### config.mk
export PLATFORM = sky130hd
export DESIGN_NAME = rct_top
export DESIGN_NICKNAME = d
export VERILOG_FILES = /design/src/core/rct_pkg.sv /design/src/core/rct_pin_if.sv /design/src/core/rct_pin_filter.sv /design/src/core/rct_top.sv
export SDC_FILE = /design/constraint.sdc
export NUM_CORES = 1
export LEC_CHECK = 0
export ABC_AREA = 0
export BUFFER_PORTS_ARGS = -buffer_cell sky130_fd_sc_hd__buf_4
export CORE_ASPECT_RATIO = 1.5
export CORE_MARGIN = 3
export CORE_UTILIZATION = 40
export CTS_BUF_LIST = sky130_fd_sc_hd__clkbuf_8
export CTS_CLUSTER_DIAMETER = 200
export DETAILED_ROUTE_END_ITERATION = 12
export PLACE_DENSITY = 0.69
export SLEW_MARGIN = 20
export SYNTH_ARGS = -nofsm -noshare
export SYNTH_HDL_FRONTEND = slang
export SYNTH_SLANG_ARGS = --single-unit
export TNS_END_PERCENT = 100
### constraint.sdc
create_clock -name aclk -period 2.4 [get_ports aclk]
set_clock_uncertainty 0.05 [all_clocks]
set_input_delay 0.12 -clock aclk [delete_from_list [all_inputs] [get_ports aclk]]
set_output_delay 0.12 -clock aclk [all_outputs]
set_load 0.005 [all_outputs]
### src/core/rct_pkg.sv
// constants, register map and types shared by the reset cause tracker
package rct_pkg;

    // ==================================================================
    // register map (byte addresses, one aligned word each)
    localparam logic [31:0] RCT_ADDR_STATUS     = 32'hFFFF_0230;
    localparam logic [31:0] RCT_ADDR_CLEAR      = 32'hFFFF_0234;
    localparam logic [31:0] RCT_ADDR_IRQ_STATUS = 32'hFFFF_0238;
    localparam logic [31:0] RCT_ADDR_IRQ_CLEAR  = 32'hFFFF_023C;
    localparam logic [31:0] RCT_ADDR_IRQ_ENABLE = 32'hFFFF_0240;

    // ==================================================================
    // field layout of the cause bits
    localparam int RCT_REG_W   = 8;
    localparam int RCT_CAUSE_W = 4;
    localparam int RCT_BIT_POR = 0;
    localparam int RCT_BIT_WDT = 1;
    localparam int RCT_BIT_SW  = 2;
    localparam int RCT_BIT_EXT = 3;
    localparam int RCT_PAD_W   = 32 - RCT_CAUSE_W;

    localparam logic [RCT_CAUSE_W-1:0] RCT_CAUSE_NONE = 4'h0;
    localparam logic [RCT_PAD_W-1:0]   RCT_PAD_ZERO   = 28'h000_0000;
    localparam logic [31:0]            RCT_DATA_ZERO  = 32'h0000_0000;

    // ==================================================================
    // bus answers
    localparam logic [1:0] RCT_RESP_OKAY   = 2'h0;
    localparam logic [1:0] RCT_RESP_SLVERR = 2'h2;

    // ==================================================================
    // pin conditioning: two active-low pins, power-on detector and reset pin
    localparam int             RCT_PIN_W    = 2;
    localparam int             RCT_PIN_POR  = 0;
    localparam int             RCT_PIN_EXT  = 1;
    localparam logic [1:0]     RCT_PIN_IDLE = 2'h3;
    localparam logic [1:0]     RCT_PIN_NONE = 2'h0;

    // ==================================================================
    // timing
    localparam int RCT_CLK_MHZ = 125;
    localparam int RCT_HOLD_NS = 1000;
    localparam int RCT_HOLD_CYC_I = (RCT_HOLD_NS * RCT_CLK_MHZ + 999) / 1000;
    localparam int RCT_CNT_W = 8;
    localparam logic [RCT_CNT_W-1:0] RCT_HOLD_CYC = RCT_CNT_W'(RCT_HOLD_CYC_I);
    localparam logic [RCT_CNT_W-1:0] RCT_CNT_ZERO = 8'h00;
    localparam logic [RCT_CNT_W-1:0] RCT_CNT_ONE  = 8'h01;

    // ==================================================================
    // sequencer states
    typedef enum logic [1:0] {
        RCT_IDLE,
        RCT_HOLD,
        RCT_BOOT
    } rct_state_e;

endpackage

### src/core/rct_pin_if.sv
// carrier between the pin conditioner and the tracker core
interface rct_pin_if;
    import rct_pkg::*;

    logic [RCT_PIN_W-1:0] raw_n;
    logic [RCT_PIN_W-1:0] active;
    logic [RCT_PIN_W-1:0] assert_p;

    modport filt (input raw_n, output active, output assert_p);
    modport user (output raw_n, input active, input assert_p);
endinterface

### src/core/rct_pin_filter.sv
// three-flop synchroniser with agreement filter for the active-low reset pins
module rct_pin_filter
    import rct_pkg::*;
(
    // clock and reset
    input  wire logic   aclk,
    input  wire logic   aresetn,
    // pins and conditioned levels
    rct_pin_if.filt     pins
);
    import rct_pkg::*;

    logic [RCT_PIN_W-1:0] meta_r;
    logic [RCT_PIN_W-1:0] s2_r;
    logic [RCT_PIN_W-1:0] s3_r;
    logic [RCT_PIN_W-1:0] active_r;
    logic [RCT_PIN_W-1:0] active_nxt;
    logic [RCT_PIN_W-1:0] pulse_r;

    // ==================================================================
    // synchroniser chain, meta_r feeds s2_r only
    always_ff @(posedge aclk) begin
        if (!aresetn) begin
            meta_r <= RCT_PIN_IDLE;
            s2_r   <= RCT_PIN_IDLE;
            s3_r   <= RCT_PIN_IDLE;
        end else begin
            meta_r <= pins.raw_n;
            s2_r   <= meta_r;
            s3_r   <= s2_r;
        end
    end

    // ==================================================================
    // a change counts only once two stages agree, which rejects single glitches
    always_comb begin
        active_nxt = active_r;
        for (int i = 0; i < RCT_PIN_W; i++) begin
            if (s2_r[i] == s3_r[i]) begin
                active_nxt[i] = ~s3_r[i];
            end
        end
    end

    always_ff @(posedge aclk) begin
        if (!aresetn) begin
            active_r <= RCT_PIN_NONE;
            pulse_r  <= RCT_PIN_NONE;
        end else begin
            active_r <= active_nxt;
            pulse_r  <= active_nxt & ~active_r;
        end
    end

    assign pins.active   = active_r;
    assign pins.assert_p = pulse_r;

endmodule

### src/core/rct_top.sv
// reset cause tracker: cause register, reset sequencing and axi4-lite slave
//
// Operation
// - four reset sources are told apart; the last cause stays readable.
// - writing one to status bit 2 requests and performs a software reset.
// - clear register at 0xFFFF0234; each written one clears that status bit.
// - status bits 7 to 4 always read as zero.
// - an external pin reset sets status bit 3.
// - a watchdog timeout sets status bit 1.
// - a power-on reset sets status bit 0.
// - clear write leaving software bit set triggers another software reset.
// - every reset resets pins, peripherals, registers and boots kernel; status kept.
// - only power-on resets the watchdog; other resets keep ram valid.
// - status register at 0xFFFF0230; its value follows the reset source.
//
// Chosen here: the AXI4-Lite interface to the registers.
module rct_top
    import rct_pkg::*;
(
    // clock and reset
    input  wire logic                   aclk,
    input  wire logic                   aresetn,
    // axi4-lite write address
    input  wire logic [31:0]            s_axi_awaddr,
    input  wire logic                   s_axi_awvalid,
    output logic                        s_axi_awready,
    // axi4-lite write data
    input  wire logic [31:0]            s_axi_wdata,
    input  wire logic [3:0]             s_axi_wstrb,
    input  wire logic                   s_axi_wvalid,
    output logic                        s_axi_wready,
    // axi4-lite write response
    output logic [1:0]                  s_axi_bresp,
    output logic                        s_axi_bvalid,
    input  wire logic                   s_axi_bready,
    // axi4-lite read address
    input  wire logic [31:0]            s_axi_araddr,
    input  wire logic                   s_axi_arvalid,
    output logic                        s_axi_arready,
    // axi4-lite read data
    output logic [31:0]                 s_axi_rdata,
    output logic [1:0]                  s_axi_rresp,
    output logic                        s_axi_rvalid,
    input  wire logic                   s_axi_rready,
    // reset sources
    input  wire logic                   por_n,
    input  wire logic                   ext_rst_n,
    input  wire logic                   wdt_timeout,
    // reset effects
    output logic                        sys_rst_n,
    output logic                        wdt_rst_n,
    output logic                        kernel_start,
    output logic                        ram_valid,
    // interrupt
    output logic                        irq
);
    import rct_pkg::*;

    // ==================================================================
    // declarations
    rct_pin_if                          pin_bus ();

    rct_state_e                         state_r;
    rct_state_e                         state_nxt;
    logic [RCT_CNT_W-1:0]               cnt_r;
    logic                               por_kind_r;
    logic                               sys_rst_n_r;
    logic                               wdt_rst_n_r;
    logic                               kernel_start_r;
    logic                               ram_valid_r;

    logic [RCT_CAUSE_W-1:0]             status_r;
    logic [RCT_CAUSE_W-1:0]             status_nxt;
    logic [RCT_CAUSE_W-1:0]             irq_status_r;
    logic [RCT_CAUSE_W-1:0]             irq_status_nxt;
    logic [RCT_CAUSE_W-1:0]             irq_enable_r;
    logic [RCT_CAUSE_W-1:0]             trig;
    logic                               wdt_prev_r;

    logic                               aw_hold_r;
    logic [31:0]                        aw_addr_r;
    logic                               w_hold_r;
    logic [31:0]                        w_data_r;
    logic [3:0]                         w_strb_r;
    logic                               bvalid_r;
    logic [1:0]                         bresp_r;
    logic                               rvalid_r;
    logic [31:0]                        rdata_r;
    logic [1:0]                         rresp_r;

    logic                               wr_fire;
    logic                               wr_lane0;
    logic [RCT_CAUSE_W-1:0]             wr_bits;
    logic                               wr_status;
    logic                               wr_clear;
    logic                               wr_irq_clear;
    logic                               wr_irq_enable;
    logic                               sw_req;

    // ==================================================================
    // address decode, shared by the read and write paths
    function automatic logic rct_mapped(input logic [31:0] addr);
        rct_mapped = (addr == RCT_ADDR_STATUS) || (addr == RCT_ADDR_CLEAR) ||
                     (addr == RCT_ADDR_IRQ_STATUS) || (addr == RCT_ADDR_IRQ_CLEAR) ||
                     (addr == RCT_ADDR_IRQ_ENABLE);
    endfunction

    function automatic logic [31:0] rct_word(input logic [RCT_CAUSE_W-1:0] bits);
        rct_word = {RCT_PAD_ZERO, bits};
    endfunction

    // ==================================================================
    // pin conditioning
    assign pin_bus.raw_n[RCT_PIN_POR] = por_n;
    assign pin_bus.raw_n[RCT_PIN_EXT] = ext_rst_n;

    rct_pin_filter u_pin_filter (
        .aclk    (aclk),
        .aresetn (aresetn),
        .pins    (pin_bus.filt)
    );

    // watchdog shares this clock, so only its rising edge is taken
    always_ff @(posedge aclk) begin
        if (!aresetn) begin
            wdt_prev_r <= 1'b0;
        end else begin
            wdt_prev_r <= wdt_timeout;
        end
    end

    // ==================================================================
    // write decode
    assign wr_fire       = aw_hold_r && w_hold_r && !bvalid_r;
    assign wr_lane0      = w_strb_r[0];
    assign wr_bits       = w_data_r[RCT_CAUSE_W-1:0];
    assign wr_status     = wr_fire && wr_lane0 && (aw_addr_r == RCT_ADDR_STATUS);
    assign wr_clear      = wr_fire && wr_lane0 && (aw_addr_r == RCT_ADDR_CLEAR);
    assign wr_irq_clear  = wr_fire && wr_lane0 && (aw_addr_r == RCT_ADDR_IRQ_CLEAR);
    assign wr_irq_enable = wr_fire && wr_lane0 && (aw_addr_r == RCT_ADDR_IRQ_ENABLE);

    // software reset by direct request, or by a clear that keeps the bit set
    always_comb begin
        sw_req = wr_status && wr_bits[RCT_BIT_SW];
        if (wr_clear && status_r[RCT_BIT_SW] && !wr_bits[RCT_BIT_SW]) begin
            sw_req = 1'b1;
        end
    end

    // ==================================================================
    // reset triggers, one per source
    always_comb begin
        trig              = RCT_CAUSE_NONE;
        trig[RCT_BIT_POR] = pin_bus.assert_p[RCT_PIN_POR];
        trig[RCT_BIT_WDT] = wdt_timeout && !wdt_prev_r;
        trig[RCT_BIT_SW]  = sw_req;
        trig[RCT_BIT_EXT] = pin_bus.assert_p[RCT_PIN_EXT];
    end

    // ==================================================================
    // cause register; set beats a clear in the same cycle
    always_comb begin
        status_nxt = status_r;
        if (wr_clear) begin
            status_nxt = status_nxt & ~wr_bits;
        end
        status_nxt = status_nxt | trig;
    end

    // only the block's own reset touches this; internal resets leave it alone
    always_ff @(posedge aclk) begin
        if (!aresetn) begin
            status_r <= RCT_CAUSE_NONE;
        end else begin
            status_r <= status_nxt;
        end
    end

    // ==================================================================
    // interrupt status, clear and enable
    always_comb begin
        irq_status_nxt = irq_status_r;
        if (wr_irq_clear) begin
            irq_status_nxt = irq_status_nxt & ~wr_bits;
        end
        irq_status_nxt = irq_status_nxt | trig;
    end

    always_ff @(posedge aclk) begin
        if (!aresetn) begin
            irq_status_r <= RCT_CAUSE_NONE;
        end else begin
            irq_status_r <= irq_status_nxt;
        end
    end

    always_ff @(posedge aclk) begin
        if (!aresetn) begin
            irq_enable_r <= RCT_CAUSE_NONE;
        end else if (wr_irq_enable) begin
            irq_enable_r <= wr_bits;
        end
    end

    assign irq = |(irq_status_r & irq_enable_r);

    // ==================================================================
    // reset sequencer: hold, then hand over to the kernel
    always_comb begin
        state_nxt = state_r;
        case (state_r)
            RCT_IDLE: begin
                if (|trig) begin
                    state_nxt = RCT_HOLD;
                end
            end
            RCT_HOLD: begin
                if (!(|trig) && (cnt_r == RCT_CNT_ONE)) begin
                    state_nxt = RCT_BOOT;
                end
            end
            RCT_BOOT: state_nxt = (|trig) ? RCT_HOLD : RCT_IDLE;
            default:  state_nxt = RCT_IDLE;
        endcase
    end

    always_ff @(posedge aclk) begin
        if (!aresetn) begin
            state_r <= RCT_IDLE;
        end else begin
            state_r <= state_nxt;
        end
    end

    // a new trigger during the hold restarts the full hold time
    always_ff @(posedge aclk) begin
        if (!aresetn) begin
            cnt_r <= RCT_CNT_ZERO;
        end else if (|trig) begin
            cnt_r <= RCT_HOLD_CYC;
        end else if (cnt_r != RCT_CNT_ZERO) begin
            cnt_r <= cnt_r - RCT_CNT_ONE;
        end
    end

    // power-on kind sticks for the whole hold, even if other sources join in
    always_ff @(posedge aclk) begin
        if (!aresetn) begin
            por_kind_r <= 1'b0;
        end else if (trig[RCT_BIT_POR]) begin
            por_kind_r <= 1'b1;
        end else if (state_r == RCT_BOOT) begin
            por_kind_r <= 1'b0;
        end
    end

    // ==================================================================
    // reset effects
    always_ff @(posedge aclk) begin
        if (!aresetn) begin
            sys_rst_n_r <= 1'b0;
        end else begin
            sys_rst_n_r <= (state_nxt != RCT_HOLD);
        end
    end

    always_ff @(posedge aclk) begin
        if (!aresetn) begin
            wdt_rst_n_r <= 1'b0;
        end else begin
            wdt_rst_n_r <= !((state_nxt == RCT_HOLD) && (por_kind_r || trig[RCT_BIT_POR]));
        end
    end

    always_ff @(posedge aclk) begin
        if (!aresetn) begin
            kernel_start_r <= 1'b0;
        end else begin
            kernel_start_r <= (state_r == RCT_HOLD) && (state_nxt == RCT_BOOT);
        end
    end

    // ram content is lost only at power-on
    always_ff @(posedge aclk) begin
        if (!aresetn) begin
            ram_valid_r <= 1'b0;
        end else if (trig[RCT_BIT_POR]) begin
            ram_valid_r <= 1'b0;
        end else if ((state_r == RCT_BOOT) && !por_kind_r) begin
            ram_valid_r <= 1'b1;
        end
    end

    assign sys_rst_n    = sys_rst_n_r;
    assign wdt_rst_n    = wdt_rst_n_r;
    assign kernel_start = kernel_start_r;
    assign ram_valid    = ram_valid_r;

    // ==================================================================
    // axi4-lite write channel; address and data are taken in either order
    assign s_axi_awready = !aw_hold_r;
    assign s_axi_wready  = !w_hold_r;

    always_ff @(posedge aclk) begin
        if (!aresetn) begin
            aw_hold_r <= 1'b0;
            aw_addr_r <= RCT_DATA_ZERO;
        end else if (s_axi_awvalid && !aw_hold_r) begin
            aw_hold_r <= 1'b1;
            aw_addr_r <= s_axi_awaddr;
        end else if (wr_fire) begin
            aw_hold_r <= 1'b0;
        end
    end

    always_ff @(posedge aclk) begin
        if (!aresetn) begin
            w_hold_r <= 1'b0;
            w_data_r <= RCT_DATA_ZERO;
            w_strb_r <= 4'h0;
        end else if (s_axi_wvalid && !w_hold_r) begin
            w_hold_r <= 1'b1;
            w_data_r <= s_axi_wdata;
            w_strb_r <= s_axi_wstrb;
        end else if (wr_fire) begin
            w_hold_r <= 1'b0;
        end
    end

    always_ff @(posedge aclk) begin
        if (!aresetn) begin
            bvalid_r <= 1'b0;
            bresp_r  <= RCT_RESP_OKAY;
        end else if (wr_fire) begin
            bvalid_r <= 1'b1;
            bresp_r  <= rct_mapped(aw_addr_r) ? RCT_RESP_OKAY : RCT_RESP_SLVERR;
        end else if (s_axi_bready) begin
            bvalid_r <= 1'b0;
        end
    end

    assign s_axi_bvalid = bvalid_r;
    assign s_axi_bresp  = bresp_r;

    // ==================================================================
    // axi4-lite read channel; write-only registers read as zero
    assign s_axi_arready = !rvalid_r;

    always_ff @(posedge aclk) begin
        if (!aresetn) begin
            rvalid_r <= 1'b0;
            rdata_r  <= RCT_DATA_ZERO;
            rresp_r  <= RCT_RESP_OKAY;
        end else if (s_axi_arvalid && !rvalid_r) begin
            rvalid_r <= 1'b1;
            rresp_r  <= rct_mapped(s_axi_araddr) ? RCT_RESP_OKAY : RCT_RESP_SLVERR;
            case (s_axi_araddr)
                RCT_ADDR_STATUS:     rdata_r <= rct_word(status_r);
                RCT_ADDR_IRQ_STATUS: rdata_r <= rct_word(irq_status_r);
                RCT_ADDR_IRQ_ENABLE: rdata_r <= rct_word(irq_enable_r);
                default:             rdata_r <= RCT_DATA_ZERO;
            endcase
        end else if (s_axi_rready) begin
            rvalid_r <= 1'b0;
        end
    end

    assign s_axi_rvalid = rvalid_r;
    assign s_axi_rdata  = rdata_r;
    assign s_axi_rresp  = rresp_r;

endmodule

==> impl_metrics.tcl, run 1 <==
set metrics [dict create \
    dieWidth_um 85.06 \
    r2r_cells 4 \
    wire_per_inst_um 13.21 \
    clock.fmax_mhz 503.3 \
    yosys_warnings 0 \
    synth_cell_types 56 \
    gp_congestion 0.7938 \
    area_growth_pct 36.27 \
    p_int_mw 2.278 \
    drc_errors 0 \
    antenna_found_initial 0 \
    fillCellCount 804 \
    switchingPower_mw 0.7749 \
    postRouteAntennaNets 0 \
    period_needed_ns 1.987 \
    ys_seq_area_share_pct 45.38 \
    clkPwrFrac_pct 35.1 \
    routed_wl_mm 9.021 \
    core_um2 8986 \
    die_area_um2 10600 \
    slew_headroom_pct 50.73 \
    drt_iter0_markers 140 \
    cts_resized 0 \
    viasPerCell 5.020 \
    crit_fanout 5 \
    die_h_um 124.6 \
    required_ns 2.64 \
    drive_gt1_share_pct 21.82 \
    setup_violations 0 \
    nets 680 \
    ys_seq_elements 85 \
    crit_arrival_ns 2.23 \
    avgSynthCellArea_um2 8.640 \
    grtUsageTotal_pct 17.41 \
    report.final.slew_viol_count 0 \
    startpoint "aw_addr_r[7]" \
    critPathKind "reg2reg" \
    rows 42 \
    synth-async-reset-ratio_pct 0 \
    vias 3429 \
    final.setup.tns_ns 0 \
    leakagePower_nw 2.117 \
    dr.pass1.iters 4 \
    swShare_pct 25.38 \
    worstMarginPinSlew_ns 0.7323 \
    grt_pass1_wl_mm 14.94 \
    place.port_buffers 94 \
    hpwlAfterDp_mm 6.271 \
    place_inst 623 \
    clkSinkCount 85 \
    clockBufferDepth 2 \
    r2r-end "irq_enable_r[0]" \
    grt_pass1_vias 3329 \
    ios 156 \
    vdd_ir_drop_max_mv 0.4780 \
    maxCapViolations 0 \
    synth_edf_count 0 \
    htreeDepth 3 \
    n_antenna_cell 0 \
    crit-reg2reg-launch "aw_addr_r[7]" \
    overflow 0 \
    clock_latency_ns 0.37 \
    tritoncts "done" \
    regToRegSetupSlack_ns 0.41 \
    stdcell_count 683 \
    worst_setup_path_start_kind "register" \
    endpoint "irq_enable_r[0]" \
    power_frac_seq_pct 50.3 \
    min_period_over_period_pct 82.79 \
    rsz0062_at_grt "no" \
    p_comb_share_pct 14.5 \
    synth_flop_cell "dfxtp_1" \
    cp-end-kind "register" \
    syn_inst 434 \
    hp-class "in2reg" \
    initial_core_util_pct 41.73 \
    grt_max_degree 37 \
    status "completed" \
    powerDensity_nw_per_um2 597.5 \
    synthesis.area_um2 3750 \
    cts-root-buf "clkbuf_8" \
    numCtsBuffers 9 \
    clkSlewWorstSetupHoldPaths_ns 0.09 \
    hold_violations 0 \
]
## stage by stage
step	worst slack [ns]	instance area [um^2]	total power, mW	utilization, %	hold slack [ns]
3_5_place_dp	0.3635	4452	1.953	49.54	0.2601
4_1_cts	0.3395	5110	3.080	56.86	0.04057
5_1_grt	0.2041	5110	3.201	56.86	0.07149
6_report	0.4130	5110	3.053	56.86	0.05425
3_3_place_gp	0.4304	4452	1.942	49.54	0.2542
2_1_floorplan	0.5468	3859	1.815	-	0.1715
## state kept, by name (all words and copies together) (netlist names), 2 cells and up
| signal | count |
|---|---|
| irq_status_r | 4 |
| u_pin_filter.s2_r | 2 |
| cnt_r | 8 |
| u_pin_filter.pins.assert_p | 2 |
| irq_enable_r | 4 |
| u_pin_filter.pins.active | 2 |
| status_r | 4 |
| w_data_r | 4 |
| s_axi_rdata | 4 |
| u_pin_filter.meta_r | 2 |
| state_r | 2 |
| aw_addr_r | 32 |
| u_pin_filter.s3_r | 2 |
## worst min-delay path by stage
stage | start | end | slack, ns | cells after the start
2_1_floorplan | por_n | u_pin_filter.meta_r[0] | 0.17 | 1
3_3_place_gp | ext_rst_n | u_pin_filter.meta_r[1] | 0.25 | 2
3_5_place_dp | ext_rst_n | u_pin_filter.meta_r[1] | 0.26 | 2
4_1_cts | s_axi_araddr[6] | s_axi_rresp[1] | 0.04 | 3
5_1_grt | s_axi_araddr[6] | s_axi_rresp[1] | 0.07 | 3
6_report | s_axi_araddr[6] | s_axi_rresp[1] | 0.05 | 3
## repair_timing
action                    CTS  global route
hold buffers               44             0
setup buffers               0             0
hold endpoints to repair   44             0
## power groups by stage
stage	clock network, mW	logic [mW]	registers [mW]
2_1_floorplan	0	0.259	1.56
6_report	1.07	0.443	1.54
3_5_place_dp	0	0.385	1.57
4_1_cts	1.10	0.443	1.54
3_3_place_gp	0	0.377	1.57
5_1_grt	1.16	0.497	1.55
## routing by layer
layer,vias to the layer above,wire (um),GRT usage (%)
met4,0,185,7.829
met3,12,575,4.831
met1,1584,3354,17.84
met2,114,4906,31.91
met5,-,0,0
li1,1719,-,-
## cells in the mapped netlist, drive strengths merged, types with 2 or more instances
| cell type | number | area [um^2] |
|---|---|---|
| or4 | 2 | 15.01 |
| nor4b | 2 | 17.52 |
| dfxtp | 85 | 1702 |
| and2b | 2 | 15.01 |
| o41a | 2 | 22.52 |
| o21a | 2 | 15.01 |
| o22ai | 2 | 12.51 |
| buf | 34 | 247.7 |
| nor3 | 8 | 40.04 |
| o21ai | 11 | 55.05 |
| a22oi | 2 | 15.01 |
| mux2i | 13 | 130.1 |
| a41oi | 3 | 26.28 |
| a211o | 2 | 17.52 |
| nand4 | 8 | 50.05 |
| o32ai | 4 | 35.03 |
| ha | 2 | 25.02 |
| o31a | 4 | 35.03 |
| nor2 | 22 | 82.58 |
| a32oi | 4 | 35.03 |
| nor4 | 9 | 98.84 |
| or3 | 3 | 18.77 |
| nand3b | 5 | 37.54 |
| and2 | 3 | 18.77 |
| nor2b | 6 | 37.54 |
| clkbuf | 16 | 60.06 |
| nand2b | 13 | 81.33 |
| a21oi | 39 | 195.2 |
| nand3 | 3 | 15.01 |
| nand4bb | 2 | 22.52 |
| nand2 | 84 | 315.3 |
| inv | 14 | 52.55 |
| a2111oi | 2 | 17.52 |
| or4b | 4 | 43.79 |
## cell usage in the layout (no fill, tap or decap), types with 3 or more instances in the layout
master / netlist / final
inv_1: 14 / 14
conb_1: 1 / 30
buf_4: 30 / 99
o21ai_0: 11 / 11
nand2b_1: 13 / 13
or3_1: 3 / 3
or4b_2: 3 / 3
mux2i_1: 13 / 13
nand3b_1: 5 / 5
o32ai_1: 4 / 4
nand4_1: 8 / 8
clkbuf_8: 0 / 11
dfxtp_1: 85 / 85
nor2_1: 22 / 22
and2_1: 3 / 3
a41oi_1: 3 / 3
nor2b_1: 6 / 6
nand2_1: 84 / 84
dlygate4sd3_1: 0 / 44
a21oi_1: 39 / 39
nor4_1: 5 / 5
a32oi_1: 4 / 4
nand3_1: 3 / 3
o31a_1: 4 / 4
nor3_1: 8 / 8
## cell families (layout without fill, tap and decap cells)
family          after synthesis  in the layout  share of synthesized area (%)
fa+ha+maj                     3              3                         0.9342
compound gates               85             85                          14.58
simple gates                181            181                          25.39
buf+inv                      64            174                          9.610
flops                        85             85                          45.38
xor+xnor                      1              1                         0.2336
other cells                   1             30                         0.1000
mux                          14             14                          3.770
## critical path: stages, from the launching register on
cell and delay [ns]:
dfxtp_1 0.31, nor4b_1 0.34, nand4_1 0.39, nor4_4 0.58, mux2i_1 0.24
## area by class of cell
class / instances / area (um^2) / area share (%)
Tap cell: 110 / 137.6 / 2.693
Inverter: 14 / 52.55 / 1.028
Clock inverter: 5 / 66.31 / 1.298
Sequential cell: 85 / 1702 / 33.30
Multi-Input combinational cell: 314 / 1797 / 35.16
Timing Repair Buffer: 144 / 1204 / 23.56
Clock buffer: 11 / 151.4 / 2.963
Power figures use the tool's default switching activity.
==> run 2, diff against run 1 <==
clock period = 1.95 ns   (was 2.4 ns; I/O delays follow)
==> impl_metrics.tcl, run 2 (same netlist as run 1, synthesis figures left out) <==
set metrics [dict create \
    viasPerCell 5.036 \
    postRouteAntennaNets 0 \
    die_h_um 124.6 \
    clock_latency_ns 0.36 \
    htreeDepth 3 \
    startpoint "s_axi_bvalid" \
    drc_errors 0 \
    setup_violations 0 \
    place_inst 628 \
    maxCapViolations 0 \
    numCtsBuffers 9 \
    hp-class "in2reg" \
    total_power_mw 3.817 \
    min_period_over_period_pct 94.87 \
    cp-end-kind "register" \
    gp_congestion 0.7858 \
    rows 42 \
    n_antenna_cell 0 \
    leakagePower_nw 2.164 \
    drt_iter0_markers 195 \
    crit_arrival_ns 2.08 \
    dieWidth_um 85.06 \
    largest_reg_flops 32 \
    wire_per_inst_um 13.29 \
    required_ns 2.18 \
    final_cell_mix "buf_4 (105), dfxtp_1 (85), nand2_1 (84)" \
    core_um2 8986 \
    finish.utilization_pct 57.96 \
    grt_pass1_vias 3368 \
    die_area_um2 10600 \
    worst_setup_path_start_kind "register" \
    critPathKind "reg2reg" \
    mostFrequentLayoutCell "buf_4" \
    ios 156 \
    area_growth_pct 38.91 \
    hp-start "s_axi_araddr[6]" \
    place.port_buffers 94 \
    routed_wl_mm 9.213 \
    vdd_ir_drop_max_mv 0.6426 \
    slew_headroom_pct 50.09 \
    biggestRegsByFlops "aw_addr_r: 32 flops, cnt_r: 8 flops" \
    nets 690 \
    rsz0062_at_grt "no" \
    worstMarginPinSlew_ns 0.7418 \
    crit-reg2reg-launch "s_axi_bvalid" \
    vias 3490 \
    crit_fanout 5 \
    cts-root-buf "clkbuf_8" \
    dr.pass1.iters 4 \
    tritoncts "done" \
    grt_pass1_wl_mm 15.05 \
    drive_gt1_share_pct 22.47 \
    overflow 0 \
    initial_core_util_pct 41.73 \
    hpwlAfterDp_mm 6.399 \
    regMostFlops "aw_addr_r" \
    powerDensity_nw_per_um2 732.8 \
    status "completed" \
    hold_violations 0 \
    stdcell_count 693 \
    antenna_found_initial 0 \
    grtUsageTotal_pct 17.73 \
    clkSlewWorstSetupHoldPaths_ns 0.09 \
    grt_max_degree 35 \
    final.setup.tns_ns 0 \
    clockBufferDepth 2 \
    report.final.slew_viol_count 0 \
    period_needed_ns 1.850 \
    clkSinkCount 85 \
    clock.fmax_mhz 540.6 \
]
[run 2: changes by cell type in the layout (fill, tap and decap cells not counted)]
cell / delta
dlygate4sd3_1: +4
clkinvlp_4: +1
inv_8: -1
nor4b_1: -1
nor4b_2: +1
inv_6: -1
inv_1: +1
clkbuf_8: -1
buf_4: +6
bufinv_16: +1
[run 2: worst max-delay path, cell delays in order, from the launching register on]
cell and delay (ns):
dfxtp_1 0.34, nand3b_1 0.20, or4b_4 0.57, nor4_4 0.26
buf_4 0.18, mux2i_1 0.18
[run 2: final timing paths]
check                         end  slack (ns)  cells past startpoint
min                s_axi_rresp[1]        0.04                      3
max               irq_enable_r[0]        0.10                      5
max reg2reg       irq_enable_r[0]        0.10                      5
min reg2reg  u_pin_filter.s2_r[1]        0.36                      1
[run 2: report_power, final]
part / switching [mW] / internal (mW)
combinational: 0.249 / 0.312
sequential: 0.0653 / 1.83
clock: 0.612 / 0.753
total: 0.926 / 2.89
[run 2: area by class of cell]
| cell class | instances | area (um^2) |
|---|---|---|
| Multi-Input combinational cell | 314 | 1803 |
| Fill cell | 801 | 3777 |
| Inverter | 14 | 52.55 |
| Sequential cell | 85 | 1702 |
| Clock buffer | 10 | 137.6 |
| Tap cell | 110 | 137.6 |
| Clock inverter | 6 | 87.58 |
| Timing Repair Buffer | 154 | 1289 |
[run 2: layer usage]
| layer | vias to the layer above | global-route usage (%) | share of wire (%) |
|---|---|---|---|
| li1 | 1745 | - | - |
| met4 | 0 | 10.07 | 3.9 |
| met2 | 112 | 31.91 | 54 |
| met1 | 1611 | 18.41 | 37 |
| met5 | - | 0 | 0 |
| met3 | 22 | 3.905 | 4.8 |
[run 2: metrics by stage]
step	cell area (um^2)	hold slack (ns)	setup WS (ns)
floorplan	3859	0.1490	0.09677
global placement	4489	0.2350	0.09806
detailed placement	4489	0.2346	0.04154
CTS	5195	0.02001	0.007098
global route	5209	0.05791	0.03875
finish	5209	0.03876	0.1001
[run 2: what timing repair did]
item,in CTS,in global routing
hold buffers,48,0
hold endpoints to repair,49,0
setup endpoints to repair,0,8
setup buffers,0,1
resized for setup,0,1
